==> config.mk <==
export PLATFORM = sky130hd
export DESIGN_NAME = pnp_cfg
export DESIGN_NICKNAME = d
export VERILOG_FILES = /design/src/hw/pnp_cfg.v
export VERILOG_INCLUDE_DIRS = /design/src /design/src/hw
export SDC_FILE = /design/constraint.sdc
export NUM_CORES = 1
export LEC_CHECK = 0
export ABC_AREA = 1
export ABC_CLOCK_PERIOD_IN_PS = 3100
export BUFFER_PORTS_ARGS = -buffer_cell sky130_fd_sc_hd__buf_4
export CAP_MARGIN = 20
export CORE_MARGIN = 1.5
export CORE_UTILIZATION = 30
export CTS_CLUSTER_DIAMETER = 200
export DETAILED_ROUTE_END_ITERATION = 8
export SLEW_MARGIN = 15
export SYNTH_ARGS = -nofsm -noshare
export SYNTH_HDL_FRONTEND = slang
export SYNTH_SLANG_ARGS = --single-unit
==> constraint.sdc <==
create_clock -name CLK -period 3.1 [get_ports CLK]
set_clock_uncertainty 0.2 [all_clocks]
set_input_delay 0.465 -clock CLK [delete_from_list [all_inputs] [get_ports CLK]]
set_output_delay 0.465 -clock CLK [all_outputs]
set_load 0.05 [all_outputs]
==> src/hw/pnp_cfg_defs.vh <==
/*
 * Constants for the plug-and-play configuration front end: port
 * addresses, register indices, control bits, isolation constants and the initiation key.
 * Assumes a 12-bit ISA I/O address and an 8-bit data bus.
 */
`ifndef PNP_CFG_DEFS_VH
`define PNP_CFG_DEFS_VH

// ----------------------------------------------------------------
// Port decode
// ----------------------------------------------------------------
`define ADDR_PORT        12'h279
`define WDATA_PORT       12'ha79
`define RD_PORT_LO       2'h3
`define RD_PORT_HI       2'h0
`define RD_PORT_RST      8'h00

// ----------------------------------------------------------------
// Register indices
// ----------------------------------------------------------------
`define REG_SET_RD       8'h00
`define REG_ISOLATE      8'h01
`define REG_CFG_CTRL     8'h02
`define REG_WAKE         8'h03
`define REG_RES_DATA     8'h04
`define REG_STATUS       8'h05
`define REG_CSN          8'h06
`define REG_LDN          8'h07

// ----------------------------------------------------------------
// Config control bits
// ----------------------------------------------------------------
`define CTRL_RESET_BIT   0
`define CTRL_WFK_BIT     1
`define CTRL_CSN_BIT     2

// ----------------------------------------------------------------
// Isolation, key length, card select number reset and logical device number
// ----------------------------------------------------------------
`define ISO_DRIVE1       8'h55
`define ISO_DRIVE2       8'haa
`define ISO_SENSE1       2'h1
`define ISO_SENSE2       2'h2
`define SERIAL_BITS      7'd72
`define KEY_LEN          5'd31
`define CSN_RST          8'h00
`define LDN_VALUE        8'h00

// ----------------------------------------------------------------
// Initiation key, 32 bytes packed first byte in the top bits
// ----------------------------------------------------------------
`define INIT_KEY {8'h6a, 8'hb5, 8'hda, 8'hed, 8'hf6, 8'hfb, 8'h7d, 8'hbe, \
                  8'hdf, 8'h6f, 8'h37, 8'h1b, 8'h0d, 8'h86, 8'hc3, 8'h61, \
                  8'hb0, 8'h58, 8'h2c, 8'h16, 8'h8b, 8'h45, 8'ha2, 8'hd1, \
                  8'he8, 8'h74, 8'h3a, 8'h9d, 8'hce, 8'he7, 8'h73, 8'h39}

`endif

==> src/hw/pnp_cfg.v <==
/*
 * Plug-and-play configuration front end: initiation key checker,
 * card state machine, configuration register access through the
 * address, write and read ports, and serial isolation.
 * Assumes ISA strobes are single-cycle pulses synchronous to CLK,
 * one per I/O cycle, with the address and write data valid with them.
 */
`timescale 1ns/1ps
`include "pnp_cfg_defs.vh"

module pnp_cfg
#(
    // Identifier value is arbitrary; top byte 8'h5a is not its checksum, which is 8'hb0
    parameter [71:0] SERIAL_ID = 72'h5a_0000_0001_1234_5678
)
(
    // Clock and reset
    input  wire        CLK,
    input  wire        RSTN,
    input  wire        CE,
    // ISA I/O cycle
    input  wire [11:0] SA,
    input  wire        IOW_STB,
    input  wire        IOR_STB,
    input  wire [7:0]  SD_IN,
    output reg  [7:0]  SD_OUT,
    output wire        SD_OE_N,
    // Card state to the rest of the controller
    output wire        CONFIG_MODE,
    output wire        CARD_ACTIVE,
    output wire        DEV_RESET,
    output wire [7:0]  CARD_SELECT_NUMBER
);

// ----------------------------------------------------------------
// Card states
// ----------------------------------------------------------------
localparam [1:0] ST_WAIT_KEY = 2'd0;
localparam [1:0] ST_SLEEP    = 2'd1;
localparam [1:0] ST_ISOLATE  = 2'd2;
localparam [1:0] ST_CONFIG   = 2'd3;

localparam [255:0] KEY = `INIT_KEY;

reg  [1:0]  state_q;
reg  [1:0]  state_d;
reg  [4:0]  key_idx_q;
reg  [7:0]  addr_q;
reg  [7:0]  rd_port_q;
reg  [7:0]  card_select_number_q;
reg  [6:0]  bit_idx_q;
reg         second_q;
reg         drove_q;
reg         sensed_q;
reg         lost_q;
reg         dev_reset_q;
reg         oe_q;

wire [7:0]  key_byte;
wire        addr_wr;
wire        data_wr;
wire        data_rd;
wire        cur_bit;
wire        in_cfg;
wire [11:0] rd_addr;
wire        id_nonzero;
wire        iso_drive;
wire [7:0]  key_rom [0:31];

// ----------------------------------------------------------------
// Decode
// ----------------------------------------------------------------
assign rd_addr  = {`RD_PORT_HI, rd_port_q, `RD_PORT_LO};
assign addr_wr  = IOW_STB && (SA == `ADDR_PORT);
assign in_cfg   = (state_q != ST_WAIT_KEY);
assign data_wr  = IOW_STB && (SA == `WDATA_PORT) && in_cfg;
assign data_rd  = IOR_STB && (SA == rd_addr) && in_cfg
                  && (state_q == ST_ISOLATE || state_q == ST_CONFIG);
assign key_byte = key_rom[key_idx_q];
// Byte (bit_idx/8) of the identifier, bit (bit_idx%8) in it
assign cur_bit  = SERIAL_ID[bit_idx_q];
// An all-zero identifier never joins isolation
assign id_nonzero = |SERIAL_ID;
// This card drives the current isolation read
assign iso_drive  = state_q == ST_ISOLATE && !lost_q && (second_q ? drove_q : cur_bit);

assign CONFIG_MODE        = in_cfg;
assign CARD_ACTIVE        = 1'b0;
assign DEV_RESET          = dev_reset_q;
assign CARD_SELECT_NUMBER = card_select_number_q;
assign SD_OE_N            = ~oe_q;

// ----------------------------------------------------------------
// Key table, one byte per entry, first byte at entry 0
// ----------------------------------------------------------------
genvar g;
generate
    for (g = 0; g < 32; g = g + 1)
    begin : key_tab
        assign key_rom[g] = KEY[255 - 8 * g -: 8];
    end
endgenerate

// ----------------------------------------------------------------
// Next card state
// ----------------------------------------------------------------
always @*
begin
    state_d = state_q;
    if (state_q == ST_WAIT_KEY)
    begin
        if (addr_wr && SD_IN == key_byte && key_idx_q == `KEY_LEN)
            state_d = ST_SLEEP;
    end
    else if (data_wr && addr_q == `REG_CFG_CTRL && SD_IN[`CTRL_WFK_BIT])
    begin
        state_d = ST_WAIT_KEY;
    end
    else if (data_wr && addr_q == `REG_CFG_CTRL && SD_IN[`CTRL_RESET_BIT])
    begin
        state_d = ST_WAIT_KEY;
    end
    else if (data_wr && addr_q == `REG_WAKE)
    begin
        if (SD_IN == card_select_number_q)
        begin
            if (SD_IN == `CSN_RST)
            begin
                if (id_nonzero)
                    state_d = ST_ISOLATE;
                else
                    state_d = ST_SLEEP;
            end
            else
            begin
                state_d = ST_CONFIG;
            end
        end
        else
        begin
            state_d = ST_SLEEP;
        end
    end
    else if (state_q == ST_ISOLATE && data_wr && addr_q == `REG_CSN)
    begin
        state_d = ST_CONFIG;
    end
    else if (state_q == ST_ISOLATE && lost_q)
    begin
        state_d = ST_SLEEP;
    end
end

// ----------------------------------------------------------------
// Key checker and card state
// ----------------------------------------------------------------
always @(posedge CLK or negedge RSTN)
begin
    if (!RSTN)
    begin
        state_q   <= ST_WAIT_KEY;
        key_idx_q <= 5'd0;
    end
    else if (CE)
    begin
        state_q <= state_d;
        if (state_q != ST_WAIT_KEY)
        begin
            key_idx_q <= 5'd0;
        end
        else if (addr_wr)
        begin
            if (SD_IN == key_byte)
                key_idx_q <= key_idx_q + 5'd1;
            else if (SD_IN == key_rom[0])
                key_idx_q <= 5'd1;
            else
                key_idx_q <= 5'd0;
        end
        else if ((IOW_STB || IOR_STB) && SA == `ADDR_PORT)
        begin
            key_idx_q <= 5'd0;
        end
    end
end

// ----------------------------------------------------------------
// Address register, read port, card select number
// ----------------------------------------------------------------
always @(posedge CLK or negedge RSTN)
begin
    if (!RSTN)
    begin
        addr_q               <= 8'h00;
        rd_port_q            <= `RD_PORT_RST;
        card_select_number_q <= `CSN_RST;
        dev_reset_q          <= 1'b0;
    end
    else if (CE)
    begin
        dev_reset_q <= 1'b0;
        if (addr_wr && in_cfg)
            addr_q <= SD_IN;
        if (data_wr)
        begin
            if (addr_q == `REG_SET_RD)
            begin
                // Only cards in isolation or config may relocate
                if (state_q == ST_ISOLATE || state_q == ST_CONFIG)
                    rd_port_q <= SD_IN;
            end
            else if (addr_q == `REG_CFG_CTRL)
            begin
                if (SD_IN[`CTRL_CSN_BIT] || SD_IN[`CTRL_RESET_BIT])
                    card_select_number_q <= `CSN_RST;
                if (SD_IN[`CTRL_RESET_BIT])
                    dev_reset_q <= 1'b1;
            end
            else if (addr_q == `REG_CSN)
            begin
                if (state_q == ST_ISOLATE || state_q == ST_CONFIG)
                    card_select_number_q <= SD_IN;
            end
        end
    end
end

// ----------------------------------------------------------------
// Serial isolation
// ----------------------------------------------------------------
always @(posedge CLK or negedge RSTN)
begin
    if (!RSTN)
    begin
        bit_idx_q <= 7'd0;
        second_q  <= 1'b0;
        drove_q   <= 1'b0;
        sensed_q  <= 1'b0;
        lost_q    <= 1'b0;
    end
    else if (CE)
    begin
        lost_q <= 1'b0;
        if (state_q != ST_ISOLATE)
        begin
            bit_idx_q <= 7'd0;
            second_q  <= 1'b0;
            drove_q   <= 1'b0;
            sensed_q  <= 1'b0;
        end
        else if (data_rd && addr_q == `REG_ISOLATE && !lost_q)
        begin
            if (!second_q)
            begin
                drove_q  <= cur_bit;
                sensed_q <= !cur_bit && SD_IN[1:0] == `ISO_SENSE1;
                second_q <= 1'b1;
            end
            else
            begin
                second_q <= 1'b0;
                if (!drove_q && sensed_q && SD_IN[1:0] == `ISO_SENSE2)
                begin
                    lost_q <= 1'b1;
                end
                else if (bit_idx_q != `SERIAL_BITS - 7'd1)
                begin
                    bit_idx_q <= bit_idx_q + 7'd1;
                end
            end
        end
    end
end

// ----------------------------------------------------------------
// Read data
// ----------------------------------------------------------------
always @(posedge CLK or negedge RSTN)
begin
    if (!RSTN)
    begin
        SD_OUT <= 8'h00;
        oe_q   <= 1'b0;
    end
    else if (CE)
    begin
        oe_q <= 1'b0;
        if (data_rd)
        begin
            oe_q <= 1'b1;
            if (addr_q == `REG_ISOLATE)
            begin
                if (iso_drive)
                    SD_OUT <= second_q ? `ISO_DRIVE2 : `ISO_DRIVE1;
                else
                    oe_q <= 1'b0;
            end
            else if (addr_q == `REG_CSN)
                SD_OUT <= card_select_number_q;
            else if (addr_q == `REG_LDN)
                SD_OUT <= `LDN_VALUE;
            else if (addr_q == `REG_STATUS)
                SD_OUT <= 8'h00;
            else
                oe_q <= 1'b0;
        end
    end
end

endmodule

# == Word level (Yosys, flattened, before mapping) ==
# Memories as Yosys holds them, arrays and structs flattened.
# Index checks and enable logic that the tools add are counted.
# totals
reg_bits,52
mem_bits_ro,384
inputBits,25
out_inout_bits,20
elab_cells,152
memories,2
# memory_table
memory,depth,word_bits,rd,rd_ports_with_merged_regs,wr,line,rtl
(name not given),32,8,1,0,0,pnp_cfg.v:79,assign key_byte = key_rom[key_idx_q];
(name not given),128,1,1,0,0,pnp_cfg.v:81,assign cur_bit = SERIAL_ID[bit_idx_q];
# classes
add_sub_neg,2
order_cmp,2
eq_ne,24
n_mux,55
bitwise_logic,3
n_reduce_logical,51
# op_table
operator,n
$mux W8,12
$mux W7,5
$mux W1,26
$eq A8 B3 Y1 const B,3
$logic_and A1 B1 Y1,24
$mux W5,4
$eq A8 B2 Y1 const B,2
$eq A8 B8 Y1,2
$logic_not A8 Y1,2
$mux W2,8
$eq A12 B10 Y1,1
$eq A12 B10 Y1 const B,1
$eq A12 B12 Y1 const B,1
$reduce_bool A2 Y1,6
$eq A8 B1 Y1 const B,1
$eq A8 B7 Y1 const B,1
$lt A7 B8 Y1 const B,1
$reduce_and A4 Y1,2
$add A7 B1 Y7 const B,1
$ne A7 B7 Y1 const B,1
$eq A2 B2 Y1 const B,3
$ge A6 B6 Y1 const B,1
$ne A2 B1 Y1 const B,3
$ne A2 B2 Y1 const B,3
other kinds (15),23

# == Logic depth before layout (Yosys ltp) ==
# Gate-level depths: netlist of the first run.
# logic_depth
word_depth,10
mapped_depth,18
depth_no_buf,18

# == Worst setup path before layout of the first run ==
# No wires, ideal clock.
# synth_timing
kind,register to register
start,register key_idx_q[0]
end,register state_q[0]
setup_ns,0.117
t_arrival_ns,1.943
required_ns,2.783
slack_ns,0.840
path_stages_with_launch,15
n_path_buf,0
synth_period_minus_slack_ns,2.260
cell_sequence,dfrtp_1 -> inv_2 -> ha_1 -> inv_1 -> nand2_1 -> nand3_1 -> nand3_1 -> nand3_1 -> nand2_2 -> nor2_4 -> nand2_4 -> nor2_4 -> nand3_2 -> nand3_1 -> nand2_1
# synth_between
elab_chain_len,9
elab_cells_between_ends,10
cone_classes,eq/ne: 3; mux: 2; bitwise: 1; reduce/logical: 3; memory: 1
# synth_lines
element,line,rtl
start: declaration,pnp_cfg.v:47,reg [4:0] key_idx_q;
start signal: assignment,pnp_cfg.v:174,key_idx_q <= key_idx_q + 5'd1;
$not A5 Y6 (implied by the code),pnp_cfg.v:79,
$mem_v2 Z32 W8,-,
$mux W8 (implied by the code) (2 in series),pnp_cfg.v:79,
$eq A8 B8 Y1,pnp_cfg.v:112,if (addr_wr && SD_IN == key_byte && key_idx_q == `KEY_LEN)
$logic_and A1 B1 Y1,pnp_cfg.v:112,
$logic_and A1 B1 Y1 (no line) *,-,
$ne A2 B1 Y1 (no line) *,-,
$reduce_and A3 Y1 (no line) *,-,
end signal: assignment,pnp_cfg.v:166,state_q <= state_d;
end: declaration,pnp_cfg.v:45,reg [1:0] state_q;
# Mark *: on every way between the ends. The rest lies on a longest branch, timed or not. The select of a mux whose other input is x is not followed.
# A chain may end at the register's enable or synchronous reset.

# == Worst setup path in the final report of the first run ==
# layout_timing
start,register key_idx_q[1]
end,register state_q[0]
# The elaborated chain is that of the path after synthesis.

==> summary.md, run 1 <==
| Metric | Value |
|---|---|
| Total I/O pin count | 45 |
| Total number of vias | roughly 4000 |
| Worst path bufs/invs | 2 |
| Die ar. | approximately 14000 um2 |
| Clock power frac | 40.0% |
| Die height | 119.4 um |
| Clk root buf | clkbuf_16 |
| DRC | 0 |
| Share of the synthesized area in the top cell type | 31.99% |
| Maxcap violations | 0 |
| YS warnings | 0 |
| Startpoint types | flip-flop |
| First-pass GRT wire length | 19200 um |
| Peak VDD IR | 0.1943 mV |
| Area Overhead vs Synth | 14.64% |
| CTS Buffer Depth | 2 |
| Setup violations, final | 0 |
| Kind of critical path | reg -> reg |
| Antenna diodes | 0 |
| Placed cell areas | about 4500 um2 |
| Relative slew slack | roughly half |
| Top area cells in the synthesized netlist | dfrtp_1, nand2_1, nand3_1 |
| Largest stage delay, worst path | slightly below 600 ps |
| Mapped Cells | 611 |
| Critical-path cell with the highest stage delay | dfrtp_1 |
| Antenna Nets Post-Route | 0 |
| Setup crit start | key_idx_q[1]$_DFFE_PN0P_ |
| Total CTS buffers | 5 |
| Chip Width | about 120 um |
| Crit-path cells | inv_2, ha_1, inv_1, nand2_1, nand2_1, nand2_1, nand2_1, nand2_1, nand3_1, nand2_1, nor2_1, nand2_2, nor2_4, nand3_2, nand3_1, nand2_1 |
| Worst r2r src | key_idx_q[1]$_DFFE_PN0P_ |
| Post-CTS setup buffers | 0 |
| Syn nets | between 600 and 700 |
| Met2 wire len | approximately 5300 um |
| Hold Worst Slack | -1.871 ps |
| Post-CTS Resized | 0 |
| Initial antenna violation count | 0 |
| Dominant synthesized flop cell | dfrtp_1 |
| Crit share post-route | 83.04% |
| Row cnt | 42 |
| Count of cell types in the netlist | 39 |
| Top routing layer used | met4 |
| HPWL Detailed | 8561 um |
| Failing checks | hold timing |
| CP required | 3100 ps |
| Reg2reg end | state_q[0]$_DFFE_PN0P_ |
| Initial core utilization | 30.72% |
| Hold Path Class | in -> async |
| Core Region | 13240 um2 |
| Cell area power density | 319.2 nW/um2 |
| Least-Margin Pin Slew | 750.2 ps |
| Largest net degree at the start of global routing | 53 |
| Synth cell count leaders | nand2_1, nand3_1, inv_1 |
| Flop pwr share | 46.4% |
| Clk pin slew, worst setup/hold paths | about 80 ps |
| Grt total ovfl | 0 |
| Critical path peak fanout | 12 |
| Sw frac | 29.46% |
| Asr flop ratio synth | 100.0% |
| Crit. End Element | flip-flop |
| Cell Int Power | about 1.1 mW |
| Nets | 689 |
| Clk sinks | 52 |
| TritonCTS clock tree | yes |
| RSZ-0062 raised after global routing | no |
| Combinational share of power | 13.7% |
| Count of final hold-check violations | 2 |
| Tmin final | 2574 ps |
| Post-synthesis sequential area ratio | 31.99% |
| Maximum clock rate | 0.3885 GHz |
| Sw Pwr | 438.5 uW |
| Wire length per cell | between 10 and 15 um |
| Status | finished with violations |
| Tot GR Track Use | 16.74% |
| Worst reg2reg setup slack | 530 ps |
| DRT met1 WL | 5439 um |
| Post-Syn Area per Cell | 6.657 um2 |
| DRT Pass-1 Iters | 4 |
| Metal3 WL | ~450 um |
| Post-Synthesis Cell Area | 4068 um2 |
| Dpl cells | 818 |
| Clk Latency, worst-skew pair | 310 ps |
| Layout cell share with drive strength beyond 1 | ~16% |
| Drt initial violations | 253 |
| Non-filler instance count after layout | between 800 and 900 |
| Design Area, Final | ~4700 um2 |
| Hold-fix buffer count after cts | 0 |
| GP Congestion | 0.8598 |
| Vias in the first global route | between 3000 and 4000 |
| CP most frequent cell | nand2_1 |
| Leakage Power | around 2.3 nW |
| Final WL | 11370 um |
| Most frequent cell after synthesis | nand2_1 |
| H-tree lvl count | 2 |
| Yosys top cell by area | dfrtp_1 |
| Post-synth EDFFs | 0 |
| Vias/cell | 4.833 |
| WP depth | 16 |
| Worst reg2reg path depth | 16 |
| Final setup TNS | 0 ps |
| Worst EP arrival | between 2000 and 3000 ps |
| Setup crit end | state_q[0]$_DFFE_PN0P_ |
| Yosys reg bits | 52 |
| Port bufs | 43 |
| Slew Limit Fails | 0 |
| Delay-heaviest family, CP | simple AND/OR/NAND/NOR gates |
==> flip-flops by register name, summed over array words and instances (netlist names) <==
signal,flops
sensed_q,1
DEV_RESET,1
lost_q,1
CARD_SELECT_NUMBER,8
addr_q,8
rd_port_q,8
bit_idx_q,7
key_idx_q,5
SD_OUT,8
state_q,2
oe_q,1
second_q,1
drove_q,1
==> per-layer routing <==
metal	vias up	GRT usage [%]
met5	-	0
met4	0	5.432
met3	12	2.011
met2	107	27.30
met1	1823	23.02
li1	2050	-
==> power by group through the flow <==
stage | Clock (mW) | Sequential [mW] | Combinational [mW]
4_1_cts | 0.600 | 0.690 | 0.206
6_report | 0.595 | 0.690 | 0.203
5_1_grt | 0.626 | 0.691 | 0.228
2_1_floorplan | 0 | 0.703 | 0.118
3_5_place_dp | 0 | 0.704 | 0.205
3_3_place_gp | 0 | 0.704 | 0.206
==> worst register-to-register path, delay by kind of cell (launching register included) <==
| family | cells | cell delay (ps) |
|---|---|---|
| AND/OR/NAND/NOR | 13 | 1100 |
| flip-flops | 1 | 580 |
| adder cells (fa/ha/maj) | 1 | 350 |
| buffers and inverters | 2 | 270 |
==> cells by family (layout without fill, tap and decap cells) <==
group,after synthesis,count (layout),share of synthesized area (%)
XOR/XNOR,4,4,0.8612
flip-flops,52,52,31.99
adder cells (fa/ha/maj),15,15,4.614
AO/OA/AOI/OAI,66,66,9.289
AND/OR/NAND/NOR,386,386,43.37
buffers and inverters,87,126,9.782
other,1,1,0.09219
==> per-stage QoR <==
step                setup WS [ps]  power (mW)  utilization [%]
floorplan                   839.8      0.8201                -
global placement            598.6      0.9097            34.06
detailed placement          549.9      0.9090            34.06
CTS                         520.0       1.496            35.21
global route                186.5       1.545            35.21
finish                      525.8       1.489            35.21
==> layout make-up <==
type	count	area, um2
Fill cell	1468	8579
Multi-Input combinational cell	472	2369
Sequential cell	52	1301
Timing Repair Buffer	46	345.3
Inverter	72	275.3
Tap cell	176	220.2
Clock buffer	5	125.1
Clock inverter	3	27.53
==> cells in the final DEF (no fill, tap or decap), drive strengths merged, types with 2 or more instances in the layout <==
master,n
nand4,19
dfrtp,52
clkbuf,5
ha,15
nand2,218
inv,71
nor2,53
nor4,2
a21oi,3
o211ai,2
nor3,9
buf,46
or2,3
clkinv,3
o21ai,54
o22ai,4
nand3,80
xor2,4
==> worst min-delay path by stage <==
stage / from / to / slack (ps)
final: RSTN / rd_port_q[1]$_DFFE_PN0P_ / -2
after global placement: SD_OUT[6]$_DFFE_PN0P_ / SD_OUT[6]$_DFFE_PN0P_ / 260
after floorplan: RSTN / CARD_SELECT_NUMBER[0]$_DFFE_PN0P_ / -30
after detailed placement: SD_OUT[5]$_DFFE_PN0P_ / SD_OUT[5]$_DFFE_PN0P_ / 260
after global routing: RSTN / bit_idx_q[5]$_DFFE_PN0P_ / 80
after CTS: RSTN / rd_port_q[1]$_DFFE_PN0P_ / 40
Power figures use the tool's default switching activity.
==> run 2, diff against run 1 <==
ABC_CLOCK_PERIOD_IN_PS = 2200   (was 3100)
clock period = 2.2 ns   (was 3.1 ns; I/O delays follow)
==> run 2 against run 1 <==
Net effect: sequential share of layout area decreased by 3.7 points; count of clock-buffer cells in the layout stayed put; final area grew 16%; power rose by 41%; die area unchanged; non-clock buffer count increased by 48; sequential cell count unchanged; register-to-register slack worse by 510 ps; the run now ends clean; combinational power rose by 49%; sequential power is 41% higher; worst hold slack gained 130 ps.
==> summary.md, run 2 (same netlist as run 1, synthesis figures left out) <==
| Metric | Value |
|---|---|
| Status | finished, final reports clean |
| Critical path peak fanout | 3 |
| Tmin final | 2188 ps |
| Commonest non-fill, non-tap cell in the layout | nand2_1 |
| Port bufs | 43 |
| Hold Path Origin | CE |
| Final WL | 12420 um |
| Wire length per cell | 14.17 um |
| Count of final hold-check violations | 0 |
| Worst path bufs/invs | 4 |
| Die height | 119.4 um |
| Leakage Power | roughly 2.6 nW |
| DRT Pass-1 Iters | 5 |
| DRC | 0 |
| Layout cell share with drive strength beyond 1 | 31.00% |
| TritonCTS clock tree | yes |
| Clk root buf | clkbuf_16 |
| Delay-heaviest family, CP | simple AND/OR/NAND/NOR gates |
| GP Congestion | 0.8696 |
| Vias in the first global route | a little over 4000 |
| Kind of critical path | reg -> reg |
| Drt initial violations | ~280 |
| Antenna Nets Post-Route | 0 |
| Vias/cell | 4.906 |
| Core Region | 13240 um2 |
| Peak VDD IR | about 0.33 mV |
| Slew Limit Fails | 0 |
| Total number of vias | 4298 |
| Chip Width | 119.4 um |
| Largest stage delay, worst path | 410 ps |
| Maximum clock rate | 0.4570 GHz |
| Total CTS buffers | 5 |
| CP required | 2240 ps |
| Maxcap violations | 0 |
| Nets | between 700 and 800 |
| # fillers | 1415 |
| Hold Worst Slack | between 100 and 150 ps |
| Setup crit start | key_idx_q[0]$_DFFE_PN0P_ |
| CP most frequent cell | nand2_1 |
| Tot GR Track Use | 17.79% |
| Final setup TNS | 0 ps |
| Clk pin slew, worst setup/hold paths | 80 ps |
| RSZ-0062 raised after global routing | yes |
| Clk Latency, worst-skew pair | 300 ps |
| Most frequent cells in the layout | nand2_1, buf_4, nand3_1, inv_1, dfrtp_1 |
| Initial antenna violation count | 0 |
| Setup violations, final | 0 |
| Worst EP arrival | 2230 ps |
| Largest net degree at the start of global routing | 53 |
| Startpoint types | flip-flop |
| Critical-path cell with the highest stage delay | dfrtp_2 |
| Area Overhead vs Synth | 32.70% |
| Die ar. | 14270 um2 |
| Row cnt | 42 |
| Cell area power density | 388.7 nW/um2 |
| Clk sinks | 52 |
| CTS Buffer Depth | 2 |
| Hold Path Class | in -> reg |
| Least-Margin Pin Slew | 697.5 ps |
| Worst r2r src | key_idx_q[0]$_DFFE_PN0P_ |
| Grt total ovfl | 0 |
| Total I/O pin count | 45 |
| H-tree lvl count | 2 |
| Relative slew slack | 53.50% |
| Initial core utilization | 30.72% |
| Crit-path cells | inv_4, buf_6, buf_6, buf_4, nand2_1, nand3_1, nand2_1, nand2_1, nand3_1, nand2_2, nor2_4, nand2_4, nor2_4, nand3_4, nand2_2, nand2_1, nand2_1 |
| First-pass GRT wire length | 20500 um |
| Crit share post-route | approximately 99% |
| Crit. End Element | flip-flop |
| HPWL Detailed | 9159 um |
| Antenna diodes | 0 |
-- run 2: repair_timing --
action / 4_1_cts / 5_1_grt
gates resized for setup: 34 / 60
setup buffers: 6 / 3
hold endpoints to repair: 52 / 0
hold buffers: 1 / 0
endpoints found under the setup margin: 6 / 31
gates cloned: 1 / 1
pin swaps: 17 / 35
-- run 2: area by class of cell --
class | instances | area [um2] | share of cell area, %
multi-input cells | 473 | 2678 | 49.61
flip-flops and latches | 52 | 1308 | 24.22
repair buffers | 94 | 750.7 | 13.91
inverters | 72 | 287.8 | 5.331
well taps | 176 | 220.2 | 4.080
clock buffers | 5 | 125.1 | 2.318
clock inverters | 3 | 22.52 | 0.4172
repair inverters | 1 | 6.256 | 0.1159
-- run 2: path summary, 6_finish.rpt --
check,endpoint,slack [ps],cells past startpoint
hold reg to reg,SD_OUT[4]$_DFFE_PN0P_,280,2
max in group asynchronous,bit_idx_q[1]$_DFFE_PN0P_,870,2
hold / removal,oe_q$_DFFE_PN0P_,130,2
setup / recovery,state_q[0]$_DFFE_PN0P_,10,17
min in group asynchronous,key_idx_q[0]$_DFFE_PN0P_,400,2
setup reg to reg,state_q[0]$_DFFE_PN0P_,10,17
-- run 2: worst register-to-register path: cells and delay by family, from the launching register on --
family	cells	cell delay [ps]
buffers and inverters	4	430
flip-flops	1	410
AND/OR/NAND/NOR	13	1100
-- run 2: power breakdown --
group / leakage [nW] / internal (mW) / total [mW] / switching, mW
combinational: 1.79 / 0.0915 / 0.303 / 0.212
sequential: 0.716 / 0.965 / 0.976 / 0.0108
clock: 0.0742 / 0.427 / 0.819 / 0.392
total: 2.58 / 1.48 / 2.10 / 0.614
-- run 2: stage by stage --
stage          setup slack (ps)  std cells  instance area (um2)  power [mW]  util, %
6_report                  12.05        876                 5398       2.098    40.76
3_3_place_gp             -74.94        856                 4811       1.286    36.33
3_5_place_dp             -73.45        856                 4811       1.284    36.33
4_1_cts                  -5.536        872                 5160       2.109    38.96
5_1_grt                  -122.1        876                 5398       2.193    40.76
2_1_floorplan             34.72        611                 4070       1.156        -
-- run 2: layer usage --
metal	global-route usage [%]	vias up	share of wire, %	wire (um)
met2	30.06	123	47	5828
met3	1.964	24	4.0	492
met4	5.952	0	2.6	327
li1	-	2161	-	-
met1	23.63	1990	46	5766
met5	0	-	0	0
